===== src/inc/isp_pkg.sv =====
package isp_pkg;

  // ---------------------------------------------------------------
  // Sizes
  // ---------------------------------------------------------------
  localparam int PIN_COUNT = 8;
  localparam int IR_LEN    = 8;
  localparam int DR_W      = 32;
  localparam int CELL_W    = 3;
  localparam int BSR_LEN   = CELL_W * PIN_COUNT;
  localparam int ADDR_W    = 4;
  localparam int WORD_W    = 16;
  localparam int WORDS     = 16;
  localparam int ISP_LEN   = 22;
  localparam int SYNC_W    = PIN_COUNT + 4;

  // ---------------------------------------------------------------
  // Field positions
  // ---------------------------------------------------------------
  localparam int BSR_IN       = 0;
  localparam int BSR_OUT      = 1;
  localparam int BSR_OE       = 2;
  localparam int ISP_ADDR_LSB = 16;
  localparam int ISP_RDSEC    = 20;
  localparam int ISP_WRSEC    = 21;
  localparam int SYNC_TCK     = 0;
  localparam int SYNC_TMS     = 1;
  localparam int SYNC_TDI     = 2;
  localparam int SYNC_PWR     = 3;
  localparam int SYNC_PIN     = 4;

  // ---------------------------------------------------------------
  // Values
  // ---------------------------------------------------------------
  localparam logic [WORD_W-1:0]  ERASED_WORD = 16'hFFFF;
  localparam logic [ISP_LEN-1:0] UNLOCK_KEY  = 22'h2A5C3E;
  localparam logic [IR_LEN-1:0]  IR_CAPTURE  = 8'h01;
  // Identity values are arbitrary
  localparam logic [DR_W-1:0]    ID_CODE     = 32'h0000_1001;
  localparam logic [DR_W-1:0]    USER_CODE   = 32'h0000_0000;

  // ---------------------------------------------------------------
  // Instruction codes
  // ---------------------------------------------------------------
  localparam logic [IR_LEN-1:0] OP_EXTEST   = 8'h00;
  localparam logic [IR_LEN-1:0] OP_SAMPLE   = 8'h01;
  localparam logic [IR_LEN-1:0] OP_INTEST   = 8'h02;
  localparam logic [IR_LEN-1:0] OP_HIGHZ    = 8'hFC;
  localparam logic [IR_LEN-1:0] OP_USERCODE = 8'hFD;
  localparam logic [IR_LEN-1:0] OP_IDCODE   = 8'hFE;
  localparam logic [IR_LEN-1:0] OP_BYPASS   = 8'hFF;
  localparam logic [IR_LEN-1:0] OP_ENTER    = 8'hE8;
  localparam logic [IR_LEN-1:0] OP_PROGRAM  = 8'hEA;
  localparam logic [IR_LEN-1:0] OP_ERASE    = 8'hEC;
  localparam logic [IR_LEN-1:0] OP_VERIFY   = 8'hEE;
  localparam logic [IR_LEN-1:0] OP_EXIT     = 8'hF0;

  // ---------------------------------------------------------------
  // Types
  // ---------------------------------------------------------------
  typedef enum logic [15:0] {
    TAP_RESET  = 16'h0001, TAP_IDLE   = 16'h0002,
    DR_SELECT  = 16'h0004, DR_CAPTURE = 16'h0008,
    DR_SHIFT   = 16'h0010, DR_EXIT1   = 16'h0020,
    DR_PAUSE   = 16'h0040, DR_EXIT2   = 16'h0080,
    DR_UPDATE  = 16'h0100, IR_SELECT  = 16'h0200,
    IR_CAPT    = 16'h0400, IR_SHIFT   = 16'h0800,
    IR_EXIT1   = 16'h1000, IR_PAUSE   = 16'h2000,
    IR_EXIT2   = 16'h4000, IR_UPDATE  = 16'h8000
  } tap_state_type;

  typedef enum logic [4:0] {
    SEL_BYPASS = 5'h01, SEL_ID = 5'h02, SEL_USER = 5'h04,
    SEL_BSR    = 5'h08, SEL_ISP = 5'h10
  } dr_sel_type;

  // ---------------------------------------------------------------
  // Functions
  // ---------------------------------------------------------------
  function automatic tap_state_type tap_next(tap_state_type s,
                                             logic tms);
    case (s)
      TAP_RESET:  tap_next = tms ? TAP_RESET : TAP_IDLE;
      TAP_IDLE:   tap_next = tms ? DR_SELECT : TAP_IDLE;
      DR_SELECT:  tap_next = tms ? IR_SELECT : DR_CAPTURE;
      DR_CAPTURE: tap_next = tms ? DR_EXIT1  : DR_SHIFT;
      DR_SHIFT:   tap_next = tms ? DR_EXIT1  : DR_SHIFT;
      DR_EXIT1:   tap_next = tms ? DR_UPDATE : DR_PAUSE;
      DR_PAUSE:   tap_next = tms ? DR_EXIT2  : DR_PAUSE;
      DR_EXIT2:   tap_next = tms ? DR_UPDATE : DR_SHIFT;
      DR_UPDATE:  tap_next = tms ? DR_SELECT : TAP_IDLE;
      IR_SELECT:  tap_next = tms ? TAP_RESET : IR_CAPT;
      IR_CAPT:    tap_next = tms ? IR_EXIT1  : IR_SHIFT;
      IR_SHIFT:   tap_next = tms ? IR_EXIT1  : IR_SHIFT;
      IR_EXIT1:   tap_next = tms ? IR_UPDATE : IR_PAUSE;
      IR_PAUSE:   tap_next = tms ? IR_EXIT2  : IR_PAUSE;
      IR_EXIT2:   tap_next = tms ? IR_UPDATE : IR_SHIFT;
      IR_UPDATE:  tap_next = tms ? DR_SELECT : TAP_IDLE;
      default:    tap_next = TAP_RESET;
    endcase
  endfunction : tap_next

  function automatic dr_sel_type dr_select(logic [IR_LEN-1:0] ir);
    case (ir)
      OP_EXTEST, OP_SAMPLE, OP_INTEST:           dr_select = SEL_BSR;
      OP_IDCODE:                                 dr_select = SEL_ID;
      OP_USERCODE:                               dr_select = SEL_USER;
      OP_PROGRAM, OP_ERASE, OP_VERIFY:           dr_select = SEL_ISP;
      default:                                   dr_select = SEL_BYPASS;
    endcase
  endfunction : dr_select

  function automatic int dr_len(dr_sel_type s);
    case (s)
      SEL_ID, SEL_USER: dr_len = DR_W;
      SEL_BSR:          dr_len = BSR_LEN;
      SEL_ISP:          dr_len = ISP_LEN;
      default:          dr_len = 1;
    endcase
  endfunction : dr_len

endpackage : isp_pkg


===== src/verilog/tap_pin_sync.sv =====
`timescale 1ns/1ps
module tap_pin_sync #(
  parameter int WIDTH = 1
) (
  // Clock and reset
  input  wire logic             clk,
  input  wire logic             sys_rst,
  // Pins in and out
  input  wire logic [WIDTH-1:0] async_in,
  output logic      [WIDTH-1:0] sync_out
);

  logic [WIDTH-1:0] meta_q;

  // ---------------------------------------------------------------
  // Two-stage synchroniser
  // ---------------------------------------------------------------
  always_ff @(posedge clk or posedge sys_rst) begin
    if (sys_rst) begin
      meta_q   <= '0;
      sync_out <= '0;
    end else begin
      meta_q   <= async_in;
      sync_out <= meta_q;
    end
  end

endmodule : tap_pin_sync


===== src/verilog/isp_security_access_control.sv =====
`timescale 1ns/1ps
module isp_security_access_control import isp_pkg::*; (
  // Clock and reset
  input  wire logic                 clk,
  input  wire logic                 sys_rst,
  // Test access port
  input  wire logic                 tck,
  input  wire logic                 tms,
  input  wire logic                 tdi,
  output logic                      tdo,
  output logic                      tdo_oe,
  // Supply monitor
  input  wire logic                 pwr_good,
  // User pins
  input  wire logic [PIN_COUNT-1:0] pin_in,
  output logic      [PIN_COUNT-1:0] pin_out,
  output logic      [PIN_COUNT-1:0] pin_oe,
  output logic      [PIN_COUNT-1:0] pin_pullup,
  // Core logic side
  input  wire logic [PIN_COUNT-1:0] core_out,
  input  wire logic [PIN_COUNT-1:0] core_oe,
  output logic      [PIN_COUNT-1:0] core_in,
  // Status
  output logic                      prog_mode,
  output logic                      programmed,
  output logic                      sec_read,
  output logic                      sec_write,
  output logic                      op_done,
  output logic                      op_reject
);

  // ---------------------------------------------------------------
  // Pin synchronisers and edges
  // ---------------------------------------------------------------
  logic [SYNC_W-1:0]    sync_s;
  logic                 tck_q;
  logic                 tck_rise;
  logic                 tck_fall;
  logic                 quiet;
  logic [PIN_COUNT-1:0] pin_s;

  tap_pin_sync #(.WIDTH(SYNC_W)) u_sync (
    .clk      (clk),
    .sys_rst  (sys_rst),
    .async_in ({pin_in, pwr_good, tdi, tms, tck}),
    .sync_out (sync_s)
  );

  assign pin_s    = sync_s[SYNC_PIN +: PIN_COUNT];
  assign tck_rise = sync_s[SYNC_TCK] & ~tck_q;
  assign tck_fall = ~sync_s[SYNC_TCK] & tck_q;
  assign quiet    = ~sync_s[SYNC_PWR];

  always_ff @(posedge clk or posedge sys_rst) begin
    if (sys_rst) begin
      tck_q <= 1'b0;
    end else begin
      tck_q <= sync_s[SYNC_TCK];
    end
  end

  // ---------------------------------------------------------------
  // Controller state
  // ---------------------------------------------------------------
  tap_state_type state_q;

  always_ff @(posedge clk or posedge sys_rst) begin
    if (sys_rst) begin
      state_q <= TAP_RESET;
    end else if (quiet) begin
      state_q <= TAP_RESET;
    end else if (tck_rise) begin
      state_q <= tap_next(state_q, sync_s[SYNC_TMS]);
    end
  end

  // ---------------------------------------------------------------
  // Instruction register
  // ---------------------------------------------------------------
  logic [IR_LEN-1:0] ir_shift_q;
  logic [IR_LEN-1:0] ir_q;
  dr_sel_type        sel;

  assign sel = dr_select(ir_q);

  always_ff @(posedge clk or posedge sys_rst) begin
    if (sys_rst) begin
      ir_shift_q <= IR_CAPTURE;
      ir_q       <= OP_IDCODE;
    end else if (state_q == TAP_RESET) begin
      ir_q <= OP_IDCODE;
    end else if (tck_rise && state_q == IR_CAPT) begin
      ir_shift_q <= IR_CAPTURE;
    end else if (tck_rise && state_q == IR_SHIFT) begin
      ir_shift_q <= {sync_s[SYNC_TDI], ir_shift_q[IR_LEN-1:1]};
    end else if (tck_fall && state_q == IR_UPDATE) begin
      ir_q <= ir_shift_q;
    end
  end

  // ---------------------------------------------------------------
  // Programming mode
  // ---------------------------------------------------------------
  logic prog_q;

  always_ff @(posedge clk or posedge sys_rst) begin
    if (sys_rst) begin
      prog_q <= 1'b0;
    end else if (quiet) begin
      prog_q <= 1'b0;
    end else if (tck_fall && state_q == IR_UPDATE) begin
      if (ir_shift_q == OP_ENTER) begin
        prog_q <= 1'b1;
      end else if (ir_shift_q == OP_EXIT) begin
        prog_q <= 1'b0;
      end
    end
  end

  // ---------------------------------------------------------------
  // Data registers
  // ---------------------------------------------------------------
  logic [DR_W-1:0]      dr_q;
  logic [BSR_LEN-1:0]   bsr_cap;
  logic [BSR_LEN-1:0]   bsr_upd_q;
  logic [WORD_W-1:0]    mem_q [WORDS];
  logic [ADDR_W-1:0]    addr_q;
  logic                 sec_r_q;
  logic                 sec_w_q;
  logic                 prgd_q;
  logic [WORD_W-1:0]    rd_word;
  logic [ADDR_W-1:0]    dr_addr;
  logic [WORD_W-1:0]    dr_data;

  for (genvar i = 0; i < PIN_COUNT; i++) begin : g_cell
    assign bsr_cap[CELL_W*i + BSR_IN]  = pin_s[i];
    assign bsr_cap[CELL_W*i + BSR_OUT] = core_out[i];
    assign bsr_cap[CELL_W*i + BSR_OE]  = core_oe[i];
  end

  assign rd_word = (ir_q == OP_VERIFY && !sec_r_q)
                   ? mem_q[addr_q] : '0;
  assign dr_addr = dr_q[ISP_ADDR_LSB +: ADDR_W];
  assign dr_data = dr_q[WORD_W-1:0];

  always_ff @(posedge clk or posedge sys_rst) begin
    if (sys_rst) begin
      dr_q <= '0;
    end else if (tck_rise && state_q == DR_CAPTURE) begin
      case (sel)
        SEL_ID:   dr_q <= ID_CODE;
        SEL_USER: dr_q <= USER_CODE;
        SEL_BSR:  dr_q <= DR_W'(bsr_cap);
        SEL_ISP:  dr_q <= DR_W'({sec_w_q, sec_r_q, addr_q, rd_word});
        default:  dr_q <= '0;
      endcase
    end else if (tck_rise && state_q == DR_SHIFT) begin
      dr_q                  <= {1'b0, dr_q[DR_W-1:1]};
      dr_q[dr_len(sel) - 1] <= sync_s[SYNC_TDI];
    end
  end

  always_ff @(posedge clk or posedge sys_rst) begin
    if (sys_rst) begin
      bsr_upd_q <= '0;
    end else if (tck_fall && state_q == DR_UPDATE && sel == SEL_BSR) begin
      bsr_upd_q <= dr_q[BSR_LEN-1:0];
    end
  end

  // ---------------------------------------------------------------
  // Pattern store and security
  // ---------------------------------------------------------------
  always_ff @(posedge clk or posedge sys_rst) begin
    if (sys_rst) begin
      for (int w = 0; w < WORDS; w++) begin
        mem_q[w] <= ERASED_WORD;
      end
      addr_q    <= '0;
      sec_r_q   <= 1'b0;
      sec_w_q   <= 1'b0;
      prgd_q    <= 1'b0;
      op_done   <= 1'b0;
      op_reject <= 1'b0;
    end else begin
      op_done   <= 1'b0;
      op_reject <= 1'b0;
      if (tck_fall && state_q == DR_UPDATE && sel == SEL_ISP) begin
        if (!prog_q) begin
          op_reject <= 1'b1;
        end else if (ir_q == OP_PROGRAM) begin
          if (sec_r_q || sec_w_q) begin
            op_reject <= 1'b1;
          end else begin
            mem_q[dr_addr] <= dr_data;
            sec_r_q <= dr_q[ISP_RDSEC];
            sec_w_q <= dr_q[ISP_WRSEC];
            prgd_q  <= 1'b1;
            op_done <= 1'b1;
          end
        end else if (ir_q == OP_ERASE) begin
          if (sec_w_q && dr_q[ISP_LEN-1:0] == UNLOCK_KEY) begin
            sec_w_q <= 1'b0;
            op_done <= 1'b1;
          end else if (sec_w_q) begin
            op_reject <= 1'b1;
          end else begin
            for (int w = 0; w < WORDS; w++) begin
              mem_q[w] <= ERASED_WORD;
            end
            sec_r_q <= 1'b0;
            prgd_q  <= 1'b0;
            op_done <= 1'b1;
          end
        end else begin
          addr_q <= dr_addr;
          if (sec_r_q) begin
            op_reject <= 1'b1;
          end else begin
            op_done <= 1'b1;
          end
        end
      end
    end
  end

  // ---------------------------------------------------------------
  // Serial output
  // ---------------------------------------------------------------
  always_ff @(posedge clk or posedge sys_rst) begin
    if (sys_rst) begin
      tdo    <= 1'b0;
      tdo_oe <= 1'b0;
    end else if (quiet) begin
      tdo    <= 1'b0;
      tdo_oe <= 1'b0;
    end else if (tck_fall) begin
      tdo_oe <= (state_q == IR_SHIFT) || (state_q == DR_SHIFT);
      tdo    <= (state_q == IR_SHIFT) ? ir_shift_q[0] : dr_q[0];
    end
  end

  // ---------------------------------------------------------------
  // User pin control
  // ---------------------------------------------------------------
  always_ff @(posedge clk or posedge sys_rst) begin
    if (sys_rst) begin
      pin_out    <= '0;
      pin_oe     <= '0;
      pin_pullup <= '1;
      core_in    <= '0;
    end else begin
      pin_out <= core_out;
      core_in <= (prgd_q && !prog_q && !quiet) ? pin_s : '0;
      if (quiet || prog_q) begin
        pin_oe     <= '0;
        pin_pullup <= '1;
      end else if (ir_q == OP_HIGHZ) begin
        pin_oe     <= '0;
        pin_pullup <= {PIN_COUNT{~prgd_q}};
      end else if (ir_q == OP_EXTEST) begin
        for (int i = 0; i < PIN_COUNT; i++) begin
          pin_out[i] <= bsr_upd_q[CELL_W*i + BSR_OUT];
          pin_oe[i]  <= bsr_upd_q[CELL_W*i + BSR_OE];
        end
        pin_pullup <= {PIN_COUNT{~prgd_q}};
      end else if (!prgd_q) begin
        pin_oe     <= '0;
        pin_pullup <= '1;
      end else begin
        pin_oe     <= core_oe;
        pin_pullup <= '0;
      end
      if (ir_q == OP_INTEST && !quiet && !prog_q) begin
        for (int i = 0; i < PIN_COUNT; i++) begin
          core_in[i] <= bsr_upd_q[CELL_W*i + BSR_IN];
        end
      end
    end
  end

  // ---------------------------------------------------------------
  // Status
  // ---------------------------------------------------------------
  always_ff @(posedge clk or posedge sys_rst) begin
    if (sys_rst) begin
      prog_mode  <= 1'b0;
      programmed <= 1'b0;
      sec_read   <= 1'b0;
      sec_write  <= 1'b0;
    end else begin
      prog_mode  <= prog_q;
      programmed <= prgd_q;
      sec_read   <= sec_r_q;
      sec_write  <= sec_w_q;
    end
  end

endmodule : isp_security_access_control


===== config.mk =====
export PLATFORM = sky130hd
export DESIGN_NAME = isp_security_access_control
export DESIGN_NICKNAME = d
export VERILOG_FILES = /design/src/inc/isp_pkg.sv /design/src/verilog/tap_pin_sync.sv /design/src/verilog/isp_security_access_control.sv
export SDC_FILE = /design/constraint.sdc
export NUM_CORES = 1
export LEC_CHECK = 0
export ABC_CLOCK_PERIOD_IN_PS = 40900
export BUFFER_PORTS_ARGS = -buffer_cell sky130_fd_sc_hd__buf_2
export CORE_MARGIN = 2
export CORE_UTILIZATION = 40
export DETAILED_ROUTE_END_ITERATION = 16
export GPL_TIMING_DRIVEN = 0
export SETUP_SLACK_MARGIN = 0.1
export SLEW_MARGIN = 20
export SYNTH_ARGS = -nofsm -noshare
export SYNTH_HDL_FRONTEND = slang
export SYNTH_SLANG_ARGS = --single-unit

===== constraint.sdc =====
create_clock -name clk -period 40.9 [get_ports clk]
set_input_delay 8.18 -clock clk [delete_from_list [all_inputs] [get_ports clk]]
set_output_delay 8.18 -clock clk [all_outputs]
set_load 0.05 [all_outputs]

# Word level (Yosys, flattened, before mapping)

Index checks and enable logic that the tools add are counted.

Add/sub/neg operators: 1
$mul: 0
Divide/modulo/power cells: 0
Magnitude comparators: 5
Equality and inequality tests: 40
Shift-type cells: 0
Multiplexer cells: 92
Bitwise gates (word level): 11
Reductions and logical operators: 39

Operators with widths:

| kind                                                                   | number |
|---|---|
| 256-bit two-way mux                                                    | 5 |
| 256-bit bitwise mux                                                    | 1 |
| 16-bit case mux with 12 select lines                                   | 1 |
| 8-bit two-way mux                                                      | 20 |
| 16-bit two-way mux                                                     | 8 |
| 32-bit two-way mux                                                     | 4 |
| 24-bit case mux with 3 select lines                                    | 1 |
| 16-bit binary-select mux with 4-bit select                             | 1 |
| 16-bit demux with 4-bit select                                         | 1 |
| 8-bit == test, second input constant                                   | 8 |
| 1-bit two-way mux                                                      | 37 |
| 32-bit bitwise mux                                                     | 1 |
| 32-bit by 1-bit >= comparator with 1-bit output, second input constant | 1 |
| 32-bit by 7-bit < comparator with 1-bit output, second input constant  | 1 |
| 32-bit by 2-bit subtractor with 32-bit output, second input constant   | 1 |
| 22-bit == test, second input constant                                  | 1 |
| 5-bit case mux with 4 select lines                                     | 1 |
| 9-bit two-way mux                                                      | 2 |
| 6-bit case mux with 3 select lines                                     | 1 |
| 16-bit by 1-bit == test with 1-bit output, second input constant       | 1 |
| 16-bit by 10-bit == test with 1-bit output, second input constant      | 1 |
| 16-bit by 11-bit == test with 1-bit output, second input constant      | 1 |
| 16-bit by 12-bit == test with 1-bit output, second input constant      | 1 |
| 16-bit by 13-bit == test with 1-bit output, second input constant      | 1 |
| other kinds (45)                                                       | 87 |

Flip-flop bits (word level): 417
Latch bits: 0
RAM bits: 0
Memory bits (read-only): 0
Bits of input ports: 30
Output and inout port bits: 40
Logic and storage cells: 229
Memories kept: 0

# Logic depth before layout (Yosys ltp)

Depth in word-level cells: 16
Depth in mapped cells: 10
Mapped depth without buffers: 9

# By module

A second synthesis with hierarchy kept.

Cells, all modules: 1,689
Area, all modules: 18,532.8 sq um

By module, submodules not included:

| module                      | times used | cells an instance | area each (sq um) | sequential area each (sq um) |
|---|---|---|---|---|
| isp_security_access_control | 1          | 1,664             | 17,928.4          | 9,992.1 |
| tap_pin_sync                | 1          | 25                | 604.3             | 600.6 |

# Worst setup path before layout

No wires, ideal clock.

Path type: reg2out
Start: register, netlist name pin_pullup[6]
End: output pin_pullup[1]
Data arrival time: 981 ps
Required time: 32,720 ps
Slack: 31,739 ps
Stages on the path, launching flop included: 2
Path buffers: 1
Path through: dfstp_2 buf_4

RTL lines:

| item      | RTL line                          | source |
|---|---|---|
| to (decl) | isp_security_access_control.sv:18 | `output logic [PIN_COUNT-1:0] pin_pullup,` |

==> flow_summary.ini <==
[outcome]
status = finished, final reports clean

[die]
coreArea_um2 = 48700
rows = 81
die-area_um2 = 50900
die_h_um = 226
die_w_um = 226
io_pins = 70
initial_utilization_pct = 40.3

[yosys]
synth.area.top_cells = dfstp_2 36%, dfrtp_1 18%, mux2_2 12%
avgSynthCellArea_um2 = 14.1
synthMuxAreaShare_pct = 27.6
synth-compound-area-share_pct = 6.38
yosysTopAreaCell = dfstp_2
synthArstFlopShare_pct = 100
ys_types = 70
syn-instance-count = 1393
synth_top_family_by_area = multiplexers
synth.top_cell.area_share_pct = 35.6
synth-edff-count = 0
seq_area_frac_synth_pct = 53.9
synth-simple-area-share_pct = 8.18
synth_fa_ha_area_share_pct = 0.115
synth_fp_nets = 1424
synthFlopType = dfstp_2
synth-xor-area-share_pct = 0.401
yosys_warnings = 0
synth_area_um2 = 19600
synth_seq_cells = 410

[setup_path]
critPathMaxFanout = 8
setup.worst_path.end_class = output pin
cp-start-kind = flop
crit_chain = buf_4 -> buf_2
critPathSlowestCell = dfstp_2
cpPeakStageDelay_ns = 0.59
path_class = flop to output pin
cp.arrival_ns = 1.54
crit_buf_inv = 2
required_ns = 32.72
critPathTopFamily = flip-flops

[power_and_ir_drop]
leakage_nw = 9.29
power_density_nw_per_um2 = 38.1
p_total_mw = 0.862
ir_worst_vdd_mv = 0.0243

[global_routing]
grt_usage_pct = 19.2
grt_remaining_overflow = 0
grt_pass1_vias = 12323
grt_max_degree = 111
grt_pass1_wl_um = 75200
antenna_found_initial = 0

[cts]
clk_latency_ns = 0.59
numCtsBuffers = 46
post-cts-setup-buffers = 0
path_clk_slew_ns = 0.06
cts_htree_levels = 2
cts_hold_buffers = 0
root_buffer = clkbuf_16
clk_path_buf_depth = 3
tritoncts = built
post_cts_resized = 0
clock_sinks = 410

[routing]
vias = 12072
drt_wl_total_um = 48000
drc_errors = 0
drtAntennaViolNets = 0
routedWlPerCell_um = 21.6
first_pass_iters = 5
vias_per_cell = 5.45
drt_iter0_markers = 779

[placement]
io_buffers = 69
gp_congestion = 0.875
dp_hpwl_um = 33200

[finish]
drive_gt1_share_pct = 55.3
multi_input_area_um2 = 8400
area_delta_synth_final_pct = 15.0
layout_commonest_cell = dfstp_2
antennaDiodeCount = 0
fill_cells = 4214
fin_nets = 1547
final_util_pct = 46.4
ff_latch_area_um2 = 10600
final_cell_mix = 266 x dfstp_2, 214 x mux2_2, 144 x dfrtp_1

[flow_run]
drv_cap = 0

[timing]
rsz0062_at_grt = false
finalCritPeriodShare_pct = 23.8
drv_slew = 0
fmax_mhz = 103
fin_skew_ns = 0.0187
slew_headroom_pct = 31.7
finalCriticalPeriod_ns = 9.72
finalHoldViolations = 0
setup_viol = 0
tns_ns = 0
tightestPinTransition_ns = 1.02

[min_path]
hold_class = flop to flop
## power breakdown
group          switching, mW  total [mW]  internal, mW
Combinational         0.0139      0.0181       0.00414
Sequential           0.00140       0.410         0.409
Clock                  0.172       0.434         0.262
Total                  0.187       0.862         0.675
## state kept, by name (all words and copies together), names as in the netlist, 4 cells and up
name / cells
mem_q: 256
ir_shift_q: 8
dr_q: 32
bsr_upd_q: 24
ir_q: 8
addr_q: 4
pin_out: 8
state_q: 16
u_sync.sync_out: 12
pin_oe: 8
u_sync.meta_q: 12
core_in: 8
## final cells by class
cell class | instances | share of cell area [%]
flip-flops and latches | 410 | 46.9
multi-input cells | 863 | 37.2
clock inverters | 18 | 0.985
repair buffers | 75 | 2.10
clock buffers | 67 | 6.15
well taps | 664 | 3.68
plain buffers | 107 | 2.81
inverters | 13 | 0.249
## cells by family after synthesis
group	count (synthesis)
adder cells (fa/ha/maj)	2
AO/OA/AOI/OAI	159
buffers and inverters	120
multiplexers	379
flip-flops	410
XOR/XNOR	9
AND/OR/NAND/NOR	314
## per-layer routing
layer | vias up | GRT usage, % | part of all wire, % | routed length (um)
li1 | 5333 | - | - | -
met1 | 6348 | 26.9 | 46 | 22300
met2 | 307 | 30.4 | 46 | 22100
met3 | 84 | 3.54 | 4.7 | 2240
met4 | 0 | 6.00 | 2.8 | 1360
met5 | - | 0 | 0 | 0
## stage by stage
stage / std cells / hold WS [ns] / area [um2] / worst slack (ns)
after detailed placement: 2131 / 0.336 / 21000 / 31.26
final: 2217 / 0.348 / 22600 / 31.18
after CTS: 2216 / 0.355 / 22600 / 31.14
after global routing: 2217 / 0.361 / 22600 / 31.12
after global placement: 2126 / 0.333 / 20800 / 17.46
after floorplan: 1393 / 0.331 / 19600 / 21.75
## final timing paths
path                       slack (ns)                           end  cells after the start                        from
max in group asynchronous       31.90        mem_q[210]$_DFFE_PP1P_                      4                     sys_rst
min in group asynchronous        7.60    u_sync.meta_q[0]$_DFF_PP0_                      2                     sys_rst
max reg2reg                     37.09           dr_q[6]$_DFFE_PP0P_                      7       addr_q[2]$_DFFE_PP0P_
max                             31.18                 pin_pullup[5]                      2     pin_pullup[6]$_DFF_PP1_
min                              0.35  u_sync.sync_out[2]$_DFF_PP0_                      0  u_sync.meta_q[2]$_DFF_PP0_
min reg2reg                      0.35  u_sync.sync_out[2]$_DFF_PP0_                      0  u_sync.meta_q[2]$_DFF_PP0_
## cell usage after synthesis (12+ instances only)
library cell / count
dfstp_2: 266
mux2_2: 214
dfrtp_1: 144
nand2_1: 108
mux4_2: 79
mux2_4: 70
nor2_1: 61
clkbuf_1: 60
nand3_1: 32
o21ai_0: 32
a21oi_1: 30
nand2b_1: 18
buf_4: 17
a21oi_4: 16
nor2b_1: 16
a221oi_1: 15
o31a_1: 14
inv_1: 13
buf_1: 12
nor3_1: 12
Note: power is estimated with default switching activity, not from simulation.
